<file path="config.mk">
export PLATFORM = sky130hd
export DESIGN_NAME = sp_serial_port
export DESIGN_NICKNAME = d
export VERILOG_FILES = /design/src/sp_pkg.sv /design/src/sp_serial_port.sv
export SDC_FILE = /design/constraint.sdc
export NUM_CORES = 1
export LEC_CHECK = 0
export BUFFER_PORTS_ARGS = -buffer_cell sky130_fd_sc_hd__buf_2
export CAP_MARGIN = 10
export CORE_AREA = 2 2 134 136
export CTS_BUF_LIST = sky130_fd_sc_hd__clkbuf_8
export DETAILED_ROUTE_END_ITERATION = 7
export DIE_AREA = 0 0 136 138
export PLACE_DENSITY = 0.74
export SYNTH_ARGS = -nofsm -noshare
export SYNTH_HDL_FRONTEND = slang
export SYNTH_SLANG_ARGS = --single-unit
</file>
<file path="constraint.sdc">
create_clock -name clk_i -period 3.49 [get_ports clk_i]
set_input_delay 0 -clock clk_i [delete_from_list [all_inputs] [get_ports clk_i]]
set_output_delay 0 -clock clk_i [all_outputs]
set_load 0.01 [all_outputs]
</file>
<file path="src/sp_pkg.sv">
// constants for the serial port with baud generators
package sp_pkg;
  // register byte offsets
  localparam logic [7:0] CTRL_OFS = 8'h00;
  localparam logic [7:0] BUF_OFS = 8'h04;
  localparam logic [7:0] PWR_OFS = 8'h08;
  localparam logic [7:0] TIMER_MODE_OFS = 8'h0C;
  localparam logic [7:0] T1_OFS = 8'h10;
  localparam logic [7:0] T2CTL_OFS = 8'h14;
  localparam logic [7:0] RCAP_OFS = 8'h18;
  localparam logic [7:0] T2_OFS = 8'h1C;
  // serial_control_reg fields
  localparam int MODE_HI = 7;
  localparam int MODE_LO = 6;
  localparam int MPE_BIT = 5;
  localparam int REN_BIT = 4;
  localparam int TX9_BIT = 3;
  localparam int RX9_BIT = 2;
  localparam int TXD_BIT = 1;
  localparam int RXD_BIT = 0;
  // power_control_reg field
  localparam int DOUBLE_BIT = 7;
  // timer_mode_reg fields (timer 1 mode and counter select in the upper nibble, run at bit 0)
  localparam int T1_CT_BIT = 6;
  localparam int T1_MODE_HI = 5;
  localparam int T1_MODE_LO = 4;
  localparam int T1_RUN_BIT = 0;
  // timer2_control_reg fields
  localparam int RX_CLK_SEL_BIT = 5;
  localparam int TX_CLK_SEL_BIT = 4;
  localparam int T2_RUN_BIT = 2;
  // reset values
  localparam logic [7:0] CTRL_RST = 8'h00;
  localparam logic [7:0] BYTE_RST = 8'h00;
  localparam logic [15:0] WORD_RST = 16'h0000;
  // timing: oscillator is the 100 MHz system clock
  localparam int CLK_PERIOD_NS = 10;
  localparam int MC_NS = 120;
  localparam int MC_CLOCKS = MC_NS / CLK_PERIOD_NS;
  localparam int STATE_CLOCKS = 2;
  localparam int MODE2_SLOW = 4;
  localparam logic [3:0] SAMPLE_POS = 4'h7;
  localparam logic [3:0] MC_LAST = 4'(MC_CLOCKS - 1);
  localparam logic [3:0] MC_SAMPLE = 4'h9;
  localparam logic [3:0] SCLK_LOW_FIRST = 4'h4;
  localparam logic [3:0] SCLK_LOW_LAST = 4'h9;
  // mode encodings
  typedef enum logic [1:0] {SP_SHIFT, SP_ASYNC8, SP_ASYNC9F, SP_ASYNC9V} sp_mode_type;
endpackage : sp_pkg

</file>
<file path="src/sp_serial_port.sv">
// serial port with four modes, timer 1 and timer 2 baud sources
// Behaviour
// - mode 0: 8 bits LSB first, osc/12
// - mode 1: start, 8 data, stop into ninth
// - mode 2: 11 bits, ninth from tx_ninth_bit
// - modes 2/3: ninth stored, stop ignored
// - mode 3 equals mode 2, timer baud
// - buffer write starts transmission
// - mode 0 receives when enabled, flag clear
// - modes 1-3 receive on start bit
// - multiproc: interrupt only if ninth set
// - multiproc enable ignored in mode 0
// - mode 1 multiproc needs valid stop
// - control register holds mode, ninths, flags
// - mode 2 baud osc*2^double/64
// - timer 1 baud overflow*2^double/32
// - timer 1 modes 0-2, timer or counter
// - auto-reload baud from timer1_high_byte
// - timer 1 and 2 per direction
// - clock selects put timer 2 in baud mode
// - timer 2 rollover reloads from capture regs
// - buffer write to tx, read from rx
// - receive buffered, overrun loses a byte
module sp_serial_port #(
  parameter int ADR_W = 8
) (
  input wire logic clk_i,
  input wire logic rst_i,
  input wire logic wb_cyc_i,
  input wire logic wb_stb_i,
  input wire logic wb_we_i,
  input wire logic [ADR_W-1:0] wb_adr_i,
  input wire logic [3:0] wb_sel_i,
  input wire logic [31:0] wb_dat_i,
  output logic [31:0] wb_dat_o,
  output logic wb_ack_o,
  input wire logic rxd_i,
  output logic rxd_o,
  output logic rxd_oe_o,
  output logic txd_o,
  input wire logic t1_count_i
);
  if (ADR_W < 5 || ADR_W > 8)
  begin : g_adr_check
    $error("address width must be 5 to 8");
  end

  ////////////////////////////////////////////////////////////////////////////
  logic [7:0] ctrl;
  logic [7:0] rx_data;
  logic baud_double;
  logic [7:0] timer_mode;
  logic [7:0] tl1;
  logic [7:0] th1;
  logic [7:0] t2ctl;
  logic [15:0] rcap;
  logic [15:0] t2;
  logic [7:0] adr;
  logic wr;
  logic [1:0] mode;
  logic [3:0] mc;
  logic mc_tick;
  logic [1:0] q4;
  logic cnt_prev;
  logic t1_inc;
  logic t1_ovf;
  logic t1_half;
  logic t1_tick;
  logic t2_baud;
  logic t2_inc;
  logic t2_ovf;
  logic m2_tick;
  logic tx_tick;
  logic rx_tick;
  logic [3:0] tx_div;
  logic [3:0] rx_div;
  logic [10:0] tx_shift;
  logic [3:0] tx_left;
  logic tx_pend;
  logic tx_busy;
  logic tx_bit;
  logic tx_step;
  logic tx_end;
  logic [8:0] rx_shift;
  logic [3:0] rx_cnt;
  logic rx_busy;
  logic rx0_busy;
  logic rxd_prev;
  logic rx_start;
  logic rx_sample;
  logic rx_abort;
  logic rx_last;
  logic rx0_start;
  logic rx0_last;
  logic rx_load;
  logic [7:0] next_rx_data;
  logic next_rx9;
  logic sclk_low;

  assign adr = 8'(wb_adr_i);
  assign wr = wb_cyc_i & wb_stb_i & wb_we_i & wb_ack_o;
  assign mode = ctrl[sp_pkg::MODE_HI:sp_pkg::MODE_LO];

  ////////////////////////////////////////////////////////////////////////////
  // wishbone slave: ack one cycle after the request, writes land on the ack edge
  always_ff @(posedge clk_i)
  begin
    if (rst_i)
    begin
      wb_ack_o <= 1'b0;
      wb_dat_o <= 32'h0000_0000;
    end
    else
    begin
      wb_ack_o <= wb_cyc_i & wb_stb_i & ~wb_ack_o;
      case (adr)
        sp_pkg::CTRL_OFS: wb_dat_o <= {24'h00_0000, ctrl};
        sp_pkg::BUF_OFS: wb_dat_o <= {24'h00_0000, rx_data};
        sp_pkg::PWR_OFS: wb_dat_o <= {24'h00_0000, baud_double, 7'h00};
        sp_pkg::TIMER_MODE_OFS: wb_dat_o <= {24'h00_0000, timer_mode};
        sp_pkg::T1_OFS: wb_dat_o <= {16'h0000, th1, tl1};
        sp_pkg::T2CTL_OFS: wb_dat_o <= {24'h00_0000, t2ctl};
        sp_pkg::RCAP_OFS: wb_dat_o <= {16'h0000, rcap};
        sp_pkg::T2_OFS: wb_dat_o <= {16'h0000, t2};
        default: wb_dat_o <= 32'h0000_0000;
      endcase
    end
  end

  always_ff @(posedge clk_i)
  begin
    if (rst_i)
    begin
      baud_double <= 1'b0;
      timer_mode <= sp_pkg::BYTE_RST;
      t2ctl <= sp_pkg::BYTE_RST;
      rcap <= sp_pkg::WORD_RST;
    end
    else if (wr)
    begin
      if (adr == sp_pkg::PWR_OFS && wb_sel_i[0])
        baud_double <= wb_dat_i[sp_pkg::DOUBLE_BIT];
      if (adr == sp_pkg::TIMER_MODE_OFS && wb_sel_i[0])
        timer_mode <= wb_dat_i[7:0];
      if (adr == sp_pkg::T2CTL_OFS && wb_sel_i[0])
        t2ctl <= wb_dat_i[7:0];
      if (adr == sp_pkg::RCAP_OFS && wb_sel_i[0])
        rcap[7:0] <= wb_dat_i[7:0];
      if (adr == sp_pkg::RCAP_OFS && wb_sel_i[1])
        rcap[15:8] <= wb_dat_i[15:8];
    end
  end

  // control register: hardware sets of the done flags win over software clears
  always_ff @(posedge clk_i)
  begin
    if (rst_i)
      ctrl <= sp_pkg::CTRL_RST;
    else
    begin
      if (wr && adr == sp_pkg::CTRL_OFS && wb_sel_i[0])
        ctrl <= wb_dat_i[7:0];
      if (rx_load)
        ctrl[sp_pkg::RX9_BIT] <= next_rx9;
      if (rx_load)
        ctrl[sp_pkg::RXD_BIT] <= 1'b1;
      if (tx_end)
        ctrl[sp_pkg::TXD_BIT] <= 1'b1;
    end
  end

  ////////////////////////////////////////////////////////////////////////////
  // machine cycle and state-time prescalers
  always_ff @(posedge clk_i)
  begin
    if (rst_i)
    begin
      mc <= 4'h0;
      q4 <= 2'h0;
      cnt_prev <= 1'b0;
    end
    else
    begin
      mc <= (mc == sp_pkg::MC_LAST) ? 4'h0 : mc + 4'h1;
      q4 <= q4 + 2'h1;
      cnt_prev <= t1_count_i;
    end
  end
  assign mc_tick = (mc == sp_pkg::MC_LAST);
  // mode 2: 16x tick at osc/4 or osc/2, giving osc/64 or osc/32 per bit
  assign m2_tick = baud_double ? q4[0] : (q4 == 2'(sp_pkg::MODE2_SLOW - 1));

  // timer 1: timer on machine cycles or counter on input edges, modes 0..2
  assign t1_inc = timer_mode[sp_pkg::T1_RUN_BIT] & (timer_mode[sp_pkg::T1_CT_BIT] ?
                  (cnt_prev & ~t1_count_i) : mc_tick);
  always_comb
  begin
    case (timer_mode[sp_pkg::T1_MODE_HI:sp_pkg::T1_MODE_LO])
      2'h0: t1_ovf = t1_inc & (th1 == 8'hFF) & (tl1[4:0] == 5'h1F);
      2'h1: t1_ovf = t1_inc & ({th1, tl1} == 16'hFFFF);
      2'h2: t1_ovf = t1_inc & (tl1 == 8'hFF);
      default: t1_ovf = 1'b0;
    endcase
  end

  always_ff @(posedge clk_i)
  begin
    if (rst_i)
    begin
      tl1 <= sp_pkg::BYTE_RST;
      th1 <= sp_pkg::BYTE_RST;
    end
    else if (wr && adr == sp_pkg::T1_OFS)
    begin
      if (wb_sel_i[0])
        tl1 <= wb_dat_i[7:0];
      if (wb_sel_i[1])
        th1 <= wb_dat_i[15:8];
    end
    else if (t1_inc)
    begin
      case (timer_mode[sp_pkg::T1_MODE_HI:sp_pkg::T1_MODE_LO])
        2'h0:
        begin
          tl1[4:0] <= tl1[4:0] + 5'h01;
          if (tl1[4:0] == 5'h1F)
            th1 <= th1 + 8'h01;
        end
        2'h1: {th1, tl1} <= {th1, tl1} + 16'h0001;
        2'h2: tl1 <= t1_ovf ? th1 : tl1 + 8'h01;
        default: tl1 <= tl1;
      endcase
    end
  end

  // halve timer 1 overflows unless doubled: overflow/32 per bit
  always_ff @(posedge clk_i)
  begin
    if (rst_i)
      t1_half <= 1'b0;
    else if (t1_ovf)
      t1_half <= ~t1_half;
  end
  assign t1_tick = t1_ovf & (baud_double | t1_half);

  // timer 2: baud generator counts state times, reload from capture pair
  assign t2_baud = t2ctl[sp_pkg::RX_CLK_SEL_BIT] | t2ctl[sp_pkg::TX_CLK_SEL_BIT];
  assign t2_inc = t2ctl[sp_pkg::T2_RUN_BIT] & (t2_baud ? (q4[0] == 1'b1) : mc_tick);
  assign t2_ovf = t2_inc & (t2 == 16'hFFFF);
  always_ff @(posedge clk_i)
  begin
    if (rst_i)
      t2 <= sp_pkg::WORD_RST;
    else if (wr && adr == sp_pkg::T2_OFS)
    begin
      if (wb_sel_i[0])
        t2[7:0] <= wb_dat_i[7:0];
      if (wb_sel_i[1])
        t2[15:8] <= wb_dat_i[15:8];
    end
    else if (t2_ovf)
      t2 <= rcap;
    else if (t2_inc)
      t2 <= t2 + 16'h0001;
  end

  // per-direction 16x ticks
  always_comb
  begin
    if (mode == sp_pkg::SP_ASYNC9F)
    begin
      tx_tick = m2_tick;
      rx_tick = m2_tick;
    end
    else
    begin
      tx_tick = t2ctl[sp_pkg::TX_CLK_SEL_BIT] ? t2_ovf : t1_tick;
      rx_tick = t2ctl[sp_pkg::RX_CLK_SEL_BIT] ? t2_ovf : t1_tick;
    end
  end

  ////////////////////////////////////////////////////////////////////////////
  // transmitter; bit times follow the divide-by-16 (the machine cycle in mode 0), not the buffer write
  always_ff @(posedge clk_i)
  begin
    if (rst_i)
      tx_div <= 4'h0;
    else if (tx_tick)
      tx_div <= tx_div + 4'h1;
  end
  assign tx_step = (mode == sp_pkg::SP_SHIFT) ? mc_tick : (tx_tick & (tx_div == 4'hF));
  assign tx_end = tx_busy & tx_step & (tx_left == 4'h0);

  always_ff @(posedge clk_i)
  begin
    if (rst_i)
    begin
      tx_shift <= 11'h7FF;
      tx_left <= 4'h0;
      tx_pend <= 1'b0;
      tx_busy <= 1'b0;
      tx_bit <= 1'b1;
    end
    else if (wr && adr == sp_pkg::BUF_OFS && wb_sel_i[0])
    begin
      tx_pend <= 1'b1;
      tx_busy <= 1'b0;
      tx_bit <= 1'b1;
      case (mode)
        sp_pkg::SP_SHIFT: tx_shift <= {3'h7, wb_dat_i[7:0]};
        sp_pkg::SP_ASYNC8: tx_shift <= {2'h3, wb_dat_i[7:0], 1'b0};
        default: tx_shift <= {1'b1, ctrl[sp_pkg::TX9_BIT], wb_dat_i[7:0], 1'b0};
      endcase
    end
    else if (tx_step && tx_pend && !rx0_busy)
    begin
      tx_pend <= 1'b0;
      tx_busy <= 1'b1;
      tx_bit <= tx_shift[0];
      tx_shift <= {1'b1, tx_shift[10:1]};
      case (mode)
        sp_pkg::SP_SHIFT: tx_left <= 4'h7;
        sp_pkg::SP_ASYNC8: tx_left <= 4'h9;
        default: tx_left <= 4'hA;
      endcase
    end
    else if (tx_step && tx_busy)
    begin
      if (tx_left == 4'h0)
      begin
        tx_busy <= 1'b0;
        tx_bit <= 1'b1;
      end
      else
      begin
        tx_left <= tx_left - 4'h1;
        tx_bit <= tx_shift[0];
        tx_shift <= {1'b1, tx_shift[10:1]};
      end
    end
  end

  // shift clock low for the middle of each machine cycle
  assign sclk_low = (mc >= sp_pkg::SCLK_LOW_FIRST) && (mc <= sp_pkg::SCLK_LOW_LAST);
  always_comb
  begin
    if (mode == sp_pkg::SP_SHIFT)
    begin
      txd_o = ~((tx_busy | rx0_busy) & sclk_low);
      rxd_o = tx_bit;
      rxd_oe_o = tx_busy;
    end
    else
    begin
      txd_o = tx_bit;
      rxd_o = 1'b1;
      rxd_oe_o = 1'b0;
    end
  end

  ////////////////////////////////////////////////////////////////////////////
  // receiver; rx_shift is separate from the readable byte, so one frame overlaps
  assign rx_start = (mode != sp_pkg::SP_SHIFT) & ~rx_busy & ctrl[sp_pkg::REN_BIT]
                    & rxd_prev & ~rxd_i;
  assign rx_sample = rx_busy & rx_tick & (rx_div == sp_pkg::SAMPLE_POS);
  assign rx_abort = rx_sample & (rx_cnt == 4'h0) & rxd_i;
  assign rx_last = rx_sample & (rx_cnt == ((mode == sp_pkg::SP_ASYNC8) ? 4'h9 : 4'hA));
  assign rx0_start = (mode == sp_pkg::SP_SHIFT) & ~rx0_busy & ~tx_busy & ~tx_pend
                     & ctrl[sp_pkg::REN_BIT] & ~ctrl[sp_pkg::RXD_BIT] & mc_tick;
  assign rx0_last = rx0_busy & (mc == sp_pkg::MC_SAMPLE) & (rx_cnt == 4'h7);

  always_comb
  begin
    next_rx_data = rx_shift[7:0];
    next_rx9 = rx_shift[8];
    if (mode == sp_pkg::SP_ASYNC8)
    begin
      next_rx_data = rx_shift[8:1];
      next_rx9 = rxd_i;
    end
    else if (mode == sp_pkg::SP_SHIFT)
    begin
      next_rx_data = {rxd_i, rx_shift[8:2]};
      next_rx9 = ctrl[sp_pkg::RX9_BIT];
    end
  end
  // an unread byte blocks the load, so the newer frame is the one lost
  assign rx_load = rx0_last | (rx_last & ~ctrl[sp_pkg::RXD_BIT]
                   & (~ctrl[sp_pkg::MPE_BIT] | next_rx9));

  always_ff @(posedge clk_i)
  begin
    if (rst_i)
    begin
      rx_div <= 4'h0;
      rx_cnt <= 4'h0;
      rx_busy <= 1'b0;
      rx0_busy <= 1'b0;
      rx_shift <= 9'h1FF;
      rxd_prev <= 1'b1;
    end
    else
    begin
      rxd_prev <= rxd_i;
      if (rx_start)
      begin
        rx_busy <= 1'b1;
        rx_div <= 4'h0;
        rx_cnt <= 4'h0;
        rx_shift <= 9'h1FF;
      end
      else if (rx0_start)
      begin
        rx0_busy <= 1'b1;
        rx_cnt <= 4'h0;
      end
      else if (rx0_busy && mc == sp_pkg::MC_SAMPLE)
      begin
        rx_shift <= {rxd_i, rx_shift[8:1]};
        rx_cnt <= rx_cnt + 4'h1;
        rx0_busy <= ~rx0_last;
      end
      else if (rx_busy && rx_tick)
      begin
        rx_div <= rx_div + 4'h1;
        if (rx_abort || rx_last)
          rx_busy <= 1'b0;
        if (rx_sample)
        begin
          rx_shift <= {rxd_i, rx_shift[8:1]};
          rx_cnt <= rx_cnt + 4'h1;
        end
      end
      if (mode == sp_pkg::SP_SHIFT)
        rx_busy <= 1'b0;
    end
  end

  always_ff @(posedge clk_i)
  begin
    if (rst_i)
      rx_data <= sp_pkg::BYTE_RST;
    else if (rx_load)
      rx_data <= next_rx_data;
  end

  ////////////////////////////////////////////////////////////////////////////
  ack_pulse_a: assert property (@(posedge clk_i) disable iff (rst_i)
    wb_ack_o |=> !wb_ack_o) else $error("ack held two cycles");
  double_reset_a: assert property (@(posedge clk_i)
    rst_i |=> !baud_double) else $error("baud double not cleared");
  tx_start_a: assert property (@(posedge clk_i) disable iff (rst_i)
    (wr && adr == sp_pkg::BUF_OFS && wb_sel_i[0]) |=> tx_pend) else $error("no tx pend");
  rx_flag_a: assert property (@(posedge clk_i) disable iff (rst_i)
    rx_load |=> ctrl[sp_pkg::RXD_BIT] && rx_data == $past(next_rx_data))
    else $error("rx load lost");
  mp_filter_a: assert property (@(posedge clk_i) disable iff (rst_i)
    (rx_load && mode != sp_pkg::SP_SHIFT && ctrl[sp_pkg::MPE_BIT]) |-> next_rx9)
    else $error("filtered frame loaded");
  t2_reload_a: assert property (@(posedge clk_i) disable iff (rst_i)
    (t2_ovf && !wr) |=> t2 == $past(rcap)) else $error("no t2 reload");
  tx_done_a: assert property (@(posedge clk_i) disable iff (rst_i)
    tx_end |=> ctrl[sp_pkg::TXD_BIT] && !tx_busy) else $error("tx end not flagged");
  shift_oe_a: assert property (@(posedge clk_i) disable iff (rst_i)
    rxd_oe_o |-> mode == sp_pkg::SP_SHIFT && tx_busy) else $error("data pin driven");
  async_idle_a: assert property (@(posedge clk_i) disable iff (rst_i)
    (mode != sp_pkg::SP_SHIFT && !tx_busy) |-> txd_o) else $error("line not idle high");
  rx_gate_a: assert property (@(posedge clk_i) disable iff (rst_i)
    $rose(rx_busy) |-> $past(ctrl[sp_pkg::REN_BIT])) else $error("rx without enable");
endmodule : sp_serial_port

</file>
=== Yosys cells after proc, flatten, opt, wreduce, memory -nomap -nowiden ===
Index checks and enable logic that the tools add are counted.

* Register bits after elaboration: 164
* Input bits: 51
* Word-level logic and storage cells: 264

* Add/sub/neg operators: 11
* Order comparisons: 2
* Equal/unequal tests: 32
* Multiplexer cells: 66
* Bitwise operators: 57
* Reduce and logical (&&, ||, !) cells: 64

{| class="wikitable"
|+ Operator list
! kind !! number
|-
| $pmux W16 S8 || 1
|-
| $mux W8 || 10
|-
| $mux W16 || 3
|-
| $mux W11 || 4
|-
| $and A1 B1 Y1 || 36
|-
| $add A16 B1 Y16 const B || 2
|-
| $eq A16 B16 Y1 const B || 2
|-
| $eq A8 B5 Y1 const B || 4
|-
| $mux W1 || 31
|-
| $mux W9 || 3
|-
| $mux W4 || 6
|-
| $reduce_bool A2 Y1 || 12
|-
| $reduce_and A2 Y1 || 11
|-
| $pmux W10 S2 || 1
|-
| $logic_and A1 B1 Y1 || 17
|-
| $add A4 B1 Y4 const B || 4
|-
| $add A8 B1 Y8 const B || 2
|-
| $eq A8 B4 Y1 const B || 2
|-
| $eq A8 B8 Y1 const B || 2
|-
| $not A1 Y1 || 16
|-
| $pmux W8 S2 || 1
|-
| $pmux W5 S3 || 1
|-
| $reduce_and A3 Y1 || 5
|-
| $eq A4 B4 Y1 const B || 3
|-
| other kinds (31) || 53
|}

=== Logic depth before layout (Yosys ltp) ===
Gate-level depths: netlist of the first run.

* Depth after elaboration: 20
* Depth in mapped cells: 12
* Depth with buffers taken out: 11

=== Worst setup path before layout of the first run ===
OpenSTA, ideal clock, no wires.

* Path type: register to register
* Start: register tl1[0]
* End: register rx_data[3]
* Library setup time: 128 ps
* Arrival: 2334 ps
* Data required time: 3362 ps
* Path slack: 1028 ps
* Stages on the path, launching flop included: 13
* Buffers on the path: 1
* Cell sequence: dfxtp_1 > ha_1 > nand3_1 > inv_1 > ha_1 > and2_1 > a22oi_1 > or4b_1 > nand3_2 > a31o_2 > buf_4 > mux2i_1 > nor2_1

* Longest elaborated chain between the ends: 12
* Elaborated cells on any way between the ends: 16
* Those cells by class: eq/ne: 3; mux: 3; bitwise: 10

{| class="wikitable"
|+ RTL lines
! item !! line !! text
|-
| start, declared || sp_serial_port.sv:53 || <nowiki>logic [7:0] tl1;</nowiki>
|-
| start signal, assigned || sp_serial_port.sv:210 || <nowiki>tl1 <= sp_pkg::BYTE_RST;</nowiki>
|-
| start signal, assigned || sp_serial_port.sv:216 || <nowiki>tl1 <= wb_dat_i[7:0];</nowiki>
|-
| start signal, assigned || sp_serial_port.sv:225 || <nowiki>tl1[4:0] <= tl1[4:0] + 5'h01;</nowiki>
|-
| $eq A16 B16 Y1, or another cell as far along || sp_serial_port.sv:200 || <nowiki>2'h1: t1_ovf = t1_inc & ({th1, tl1} == 16'hFFFF);</nowiki>
|-
| $and A1 B1 Y1 (on tied branches) || sp_serial_port.sv:200, sp_serial_port.sv:199, sp_serial_port.sv:201 ||
|-
| $pmux W1 S3 * || sp_serial_port.sv:198 || <nowiki>case (timer_mode[sp_pkg::T1_MODE_HI:sp_pkg::T1_MODE_LO])</nowiki>
|-
| $and A1 B1 Y1 * || sp_serial_port.sv:244 || <nowiki>assign t1_tick = t1_ovf & (baud_double | t1_half);</nowiki>
|-
| $mux W1 * || sp_serial_port.sv:278 || <nowiki>rx_tick = t2ctl[sp_pkg::RX_CLK_SEL_BIT] ? t2_ovf : t1_tick;</nowiki>
|-
| $mux W1 * || sp_serial_port.sv:270 || <nowiki>if (mode == sp_pkg::SP_ASYNC9F)</nowiki>
|-
| $and A1 B1 Y1 * (2 in a row) || sp_serial_port.sv:365 || <nowiki>assign rx_sample = rx_busy & rx_tick & (rx_div == sp_pkg::SAMPLE_POS);</nowiki>
|-
| $and A1 B1 Y1 * || sp_serial_port.sv:367 || <nowiki>assign rx_last = rx_sample & (rx_cnt == ((mode == sp_pkg::SP_ASYNC8) ? 4'h9 : 4'hA));</nowiki>
|-
| $and A1 B1 Y1 * || sp_serial_port.sv:388 || <nowiki>assign rx_load = rx0_last | (rx_last & ~ctrl[sp_pkg::RXD_BIT]</nowiki>
|-
| $and A1 B1 Y1 * || sp_serial_port.sv:389 || <nowiki>& (~ctrl[sp_pkg::MPE_BIT] | next_rx9));</nowiki>
|-
| $or A1 B1 Y1 * || sp_serial_port.sv:388 ||
|-
| end signal, assigned || sp_serial_port.sv:442 || <nowiki>rx_data <= sp_pkg::BYTE_RST;</nowiki>
|-
| end signal, assigned || sp_serial_port.sv:444 || <nowiki>rx_data <= next_rx_data;</nowiki>
|-
| end, declared || sp_serial_port.sv:50 || <nowiki>logic [7:0] rx_data;</nowiki>
|}

Every way passes the cells marked *; elsewhere a longest branch is shown, timed or not.
A chain may end at the register's enable or synchronous reset.

=== Worst setup path in the final report of the first run ===
* Start: register tl1[0]
* End: register rx_data[6]

Same word-level chain as after synthesis.

==> results.cfg, run 1 <==
[cts]
cts_tree = done
hold_buffers = 25
clockRootBuffer = clkbuf_8
cts-htree-levels = 4
clk_pin_slew_worst_paths_ns = 0.08
numCtsBuffers = 17
clk_latency_ns = 0.47
cts_resized = 0
post_cts_buffers = 0
cts.sinks = 147
clockBufferDepth = 2

[yosys]
syn_area_per_cell_um2 = 8.06
synth-compound-area-share_pct = 20.8
synth_simple_gate_area_share_pct = 24.8
yosys_warnings = 0
synthMuxAreaShare_pct = 5.92
synth-async-reset-ratio_pct = 0
synth_top_family_by_area = simple AND/OR/NAND/NOR gates
synth_xor_area_share_pct = 2.63
ys.flop_type = dfxtp_1
yosysUniqueCellTypes = 71
synth-edff-count = 0
synth_fa_ha_area_share_pct = 2.66
synth_area_um2 = 7990
ys_ff_latch = 147
syn_inst = 991
yosysSeqAreaShare_pct = 36.8

[final_layout]
n_antenna_cell = 0
final_cell_mix = dfxtp_1 (147), nor2_1 (126), nand2_1 (102), a21oi_1 (86), buf_2 (51)
regArea_um2 = 2940
final_cells = 1277
area_growth_pct = 11.4
multi_input_area_um2 = 4600
drive_gt1_share_pct = 11.8
final_nets = 1105
reg.largest.list = rcap x16, t2 x16, wb_dat_o x16
utilization_pct = 50.8
fill_cells = 1672
layout_commonest_cell = dfxtp_1

[floorplan]
ioPinCount = 87
start_util_pct = 45.6
dieHeight_um = 138
dieArea_um2 = 18800
row_count = 49
dieWidth_um = 136
core_area_um2 = 17500

[timing]
setup_viol_count_final = 0
slew_viol_final = 0
tightest_slew_ns = 0.836
rsz0062_at_grt = false
max_freq_ghz = 0.338
finalCriticalPeriod_ns = 2.96
final.setup.tns_ns = 0
hold_violations = 0
max_slew_margin_pct = 44.3
post-route-period-util_pct = 84.7
skew_ns = 0.00972

[drt]
viasPerCell = 5.87
drt_iter0_drc = 1017
vias = 7495
wl_per_cell_um = 17.2
drc = 0
wl_um = 22000
dr.pass1.iters = 8
postRouteAntennaNets = 0

[power]
leakage_nw = 3.19
powerDensity_nw_per_um2 = 353
peakVddDrop_v = 0.000238

[place]
placed_cells = 1222
io_buffers = 52
gp_congestion = 0.883
hpwl_um = 15200

[critical_path]
crit_top_cell = ha_1
crit_slowest_cell = or4b_1
crit_path_start = tl1[0]
crit_chain = ha_1, nand3_1, inv_1, ha_1, and2_1, a22oi_1, or4b_1, nand3_2, a31o_2, mux2i_1, nor2_1
cp_slowest_stage_delay_ns = 0.61
critPathLaunchType = flip-flop
reg2reg_to = rx_data[6]
timing_worst_setup_path_type = flip-flop to flip-flop
critPathCaptureType = flip-flop
critPathRequiredTime_ns = 3.81
crit_fanout = 11
r2r_cells = 11
r2r_slack_ns = 0.53
regToRegStartpoint = tl1[0]
crit_arrival_ns = 3.28

[run_status]
outcome = finished clean

[worst_hold_path]
hold_path.class = input port to flip-flop
holdPathEnd = wb_dat_o[14]
hold_depth = 3
min_from = wb_adr_i[3]

[global_routing]
grt_max_degree = 80
grt_antenna_before_repair = 0
grt_pass1_wl_um = 34800
gr-usage-all-layers_pct = 23.3
grt_pass1_vias = 6631
grt_overflow = 0

[job]
maxCapViolCount = 0
[Yosys cell counts, types with 13 or more instances]
master	number	share of area (%)
nand4_1	15	1.2
clkbuf_1	38	1.8
a31oi_1	22	1.7
mux2i_1	45	5.6
a211oi_1	18	1.7
dfxtp_1	147	37
nor2b_1	16	1.3
inv_1	26	1.2
a22oi_1	17	1.6
nand2_1	102	4.8
a222oi_1	13	1.6
nor3_1	39	2.4
and3_1	14	1.1
buf_2	14	0.88
o21ai_0	38	2.4
a21oi_1	86	5.4
nor2_1	126	5.9
nand3_1	22	1.4
and2_1	14	1.1
ha_1	17	2.7
buf_4	19	1.8
[worst max-delay path, delay by kind of cell, from the launching register on]
kind            cells  cell delay [ns]
compound gates      2             0.50
mux                 1             0.23
buf+inv             1             0.11
flops               1             0.48
simple gates        5             1.10
fa+ha+maj           2             0.39
[logic make-up (layout without fill, tap and decap cells)]
kind of cell | count (synthesis) | in the layout
mux | 47 | 47
fa+ha+maj | 17 | 17
other cells | 1 | 16
simple gates | 400 | 400
compound gates | 252 | 252
flops | 147 | 147
buf+inv | 103 | 145
xor+xnor | 24 | 24
[how the worst max path moves through the flow]
stage | to | slack, ns
after floorplan | rx_data[3] | 1.03
final | rx_data[6] | 0.53
after CTS | rx_data[6] | 0.55
after global routing | rx_data[4] | 0.29
after global placement | rx_data[1] | 0.60
after detailed placement | rx_data[6] | 0.59
[where the power goes]
group | internal (W) | switching (W) | total [W]
Combinational | 0.0000476 | 0.0000955 | 0.000143
Sequential | 0.00168 | 0.00000585 | 0.00169
Clock | 0.000657 | 0.000653 | 0.00131
Total | 0.00239 | 0.000754 | 0.00314
[routing by layer]
| layer | track usage [%] | share of wire (%) | vias up | wire length, µm |
|---|---|---|---|---|
| met1 | 31.4 | 43 | 3478 | 9500 |
| met5 | 0 | 0 | - | 0 |
| li1 | - | - | 3637 | - |
| met2 | 35.6 | 45 | 333 | 9940 |
| met4 | 8.28 | 2.2 | 0 | 483 |
| met3 | 6.27 | 9.4 | 47 | 2060 |
[per-stage QoR]
stage               power, W  hold WS (ns)  area (µm²)  setup WS (ns)
global route         0.00323        0.0562        8900          0.292
global placement     0.00185         0.244        8280          0.601
floorplan            0.00181         0.107        8040           1.03
CTS                  0.00316        0.0114        8900          0.554
detailed placement   0.00185         0.248        8280          0.587
finish               0.00314        0.0431        8900          0.532
[cell type report]
class / instances / share of cell area, %
clock inverters: 11 / 1.28
inverters: 26 / 1.10
multi-input cells: 756 / 51.6
well taps: 229 / 3.22
repair buffers: 89 / 6.78
flip-flops and latches: 147 / 33.1
clock buffers: 19 / 2.94
Note: power is estimated with default switching activity, not from simulation.
==> run 2: changes to the inputs <==
--- a/config.mk
+++ b/config.mk
@@ -5,6 +5,7 @@
 export SDC_FILE = /design/constraint.sdc
 export NUM_CORES = 1
 export LEC_CHECK = 0
+export ABC_AREA = 1
 export BUFFER_PORTS_ARGS = -buffer_cell sky130_fd_sc_hd__buf_2
 export CAP_MARGIN = 10
 export CORE_AREA = 2 2 134 136
==> constraint.sdc (replaced) <==
create_clock -name clk_i -period 2.9 [get_ports clk_i]
set_input_delay 0 -clock clk_i [delete_from_list [all_inputs] [get_ports clk_i]]
set_output_delay 0 -clock clk_i [all_outputs]
set_load 0.01 [all_outputs]
==> results.cfg, run 2 <==
[run_status]
outcome = finished clean

[cts]
numCtsBuffers = 17
clockRootBuffer = clkbuf_8
cts.sinks = 147
clk_latency_ns = 0.47
clk_pin_slew_worst_paths_ns = 0.09
cts_tree = done
cts-htree-levels = 4
clockBufferDepth = 2
post_cts_buffers = 0

[critical_path]
critPathLaunchType = flip-flop
cp_top_family = simple AND/OR/NAND/NOR gates
cp_slowest_stage_delay_ns = 0.37
crit_buf_inv = 1
crit_arrival_ns = 3.10
critPathCaptureType = flip-flop
timing_worst_setup_path_type = flip-flop to flip-flop
crit_chain = ha_1, nand2_2, nor2_2, ha_1, nand2_1, nand3b_1, a21oi_4, nand2_4, inv_6, nand3_4, o211ai_4, nand4_2, nand2_2, o21ai_0, a21oi_1
crit_slowest_cell = dfxtp_2
crit_fanout = 17
critPathRequiredTime_ns = 3.31

[final_layout]
area_growth_pct = 14.4
layout_commonest_cell = nand2_1
fill_cells = 1709
drive_gt1_share_pct = 12.8
final_nets = 1279
final_cell_mix = nand2_1 (178), inv_1 (146), dfxtp_1 (146), a21oi_1 (118), o21ai_0 (117)
n_antenna_cell = 0
fin_area_um2 = 9140
final_cells = 1453
reg.largest.list = rcap x16, t2 x16, wb_dat_o x16
regArea_um2 = 2940
multi_input_area_um2 = 4230
utilization_pct = 52.1

[floorplan]
dieArea_um2 = 18800
dieWidth_um = 136
core_area_um2 = 17500
dieHeight_um = 138
row_count = 49
start_util_pct = 45.6
ioPinCount = 87

[power]
p_sw_w = 0.00100
peakVddDrop_v = 0.000279
sw_frac_of_total_pct = 26.3
p_comb_share_pct = 4.7
powerDensity_nw_per_um2 = 417
leakage_nw = 3.79
clockPowerShare_pct = 42.1
p_seq_share_pct = 53.3
power.internal_w = 0.00281

[drt]
wl_per_cell_um = 15.7
drc = 0
viasPerCell = 5.48
dr.pass1.iters = 5
met2_wirelength_um = 9920
vias = 7960
met3_length_um = 1760
met1_length_um = 10500
wl_um = 22800
top_layer = met4
drt_iter0_drc = 774
postRouteAntennaNets = 0

[global_routing]
gr-usage-all-layers_pct = 24.3
grt_pass1_vias = 7208
grt_max_degree = 53
grt_pass1_wl_um = 36300
grt_overflow = 0
grt_antenna_before_repair = 0

[timing]
setup_viol_count_final = 0
slew_viol_final = 0
final.setup.tns_ns = 0
hold_violations = 0
tightest_slew_ns = 0.829
post-route-period-util_pct = 92.7
max_freq_ghz = 0.372
skew_ns = 0.0147
max_slew_margin_pct = 43.3
finalCriticalPeriod_ns = 2.69
rsz0062_at_grt = false
whs_ns = 0.0361

[place]
placed_cell_area_um2 = 8470
hpwl_um = 16700
io_buffers = 52
placed_cells = 1394
gp_congestion = 0.972

[yosys]
yosys_warnings = 0
ys.flop_type = dfxtp_1
yosysSeqAreaShare_pct = 36.8
synth.most_common_cell = nand2_1
yosysUniqueCellTypes = 55
synth_top_area_cell = dfxtp_1
synth-async-reset-ratio_pct = 0
yosysTopAreaCellShare_pct = 36.8
syn_area_per_cell_um2 = 7.09
yosys-top-cells-count = nand2_1 (179), dfxtp_1 (147), inv_1 (146), a21oi_1 (118), o21ai_0 (117)
ys_ff_latch = 147
synth-edff-count = 0
synth_area_um2 = 7990
syn_inst = 1127
synthTopCellsByArea = dfxtp_1 (37%), nand2_1 (8.4%), a21oi_1 (7.4%)

[job]
maxCapViolCount = 0

[worst_hold_path]
hold_path.class = input port to flip-flop
[run 2: cell types whose count changed after synthesis, moves of 31 or more]
| cell | previous run | this run |
|---|---|---|
| inv_1 | 26 | 146 |
| o21ai_0 | 38 | 117 |
| nand2_1 | 102 | 179 |
| mux2i_1 | 45 | 0 |
| a21oi_1 | 86 | 118 |
| nor2_1 | 126 | 95 |
[run 2: worst min-delay path, delay by kind of cell]
family                 cells  cell delay [ns]
AOI/OAI and AO/OA          2             0.24
buffers and inverters      1             0.12
and+or+nand+nor            1             0.09
[run 2: power by group through the flow]
stage	clock, W	sequential [W]	combinational [W]
finish	0.00160	0.00203	0.000177
global route	0.00171	0.00203	0.000192
CTS	0.00162	0.00203	0.000173
detailed placement	0	0.00208	0.000148
global placement	0	0.00208	0.000147
floorplan	0	0.00208	0.0000953
[run 2: what timing repair did]
action,in CTS,in global routing
setup endpoints to repair,0,15
hold endpoints to repair,59,0
hold buffers,27,0
gates resized for setup,0,3
[run 2: final timing paths]
check                            startpoint    endpoint  slack [ns]  depth (start not counted)
worst max-delay path                 tl1[1]  rx_data[1]        0.21                         15
worst min-delay path            wb_sel_i[0]       t2[0]        0.04                          4
worst max register to register       tl1[1]  rx_data[1]        0.21                         15
worst min register to register     wb_ack_o    wb_ack_o        0.44                          1
[run 2: through the flow]
stage	total power [W]	setup slack, ns
2_1_floorplan	0.00217	0.515
3_3_place_gp	0.00222	0.326
3_5_place_dp	0.00223	0.244
4_1_cts	0.00382	0.199
5_1_grt	0.00393	0.0215
6_report	0.00381	0.212
[run 2: cell families (layout without fill, tap and decap cells)]
logic type	count (synthesis)	count (layout)	share of synthesized area (%)
DFF	147	147	36.8
other	1	16	0.0469
xor gates and xnor gates	23	23	2.52
and+or+nand+nor	401	401	23.0
buffers and inverters	209	291	11.0
adders and majority gates	17	17	2.66
AOI/OAI and AO/OA	329	329	24.0
[run 2: cell type report]
class	instances	share of cell area, %
clock buffer	18	2.71
clock inverter	14	1.56
inverter	159	6.60
multi-input combinational	786	46.3
sequential	147	32.2
tap	229	3.13
timing repair buffer	100	7.53
[run 2: metal layers]
metal | up-vias | GRT usage (%)
li1 | 3938 | -
met1 | 3679 | 33.6
met2 | 299 | 36.9
met3 | 44 | 5.87
met4 | 0 | 8.88
met5 | - | 0
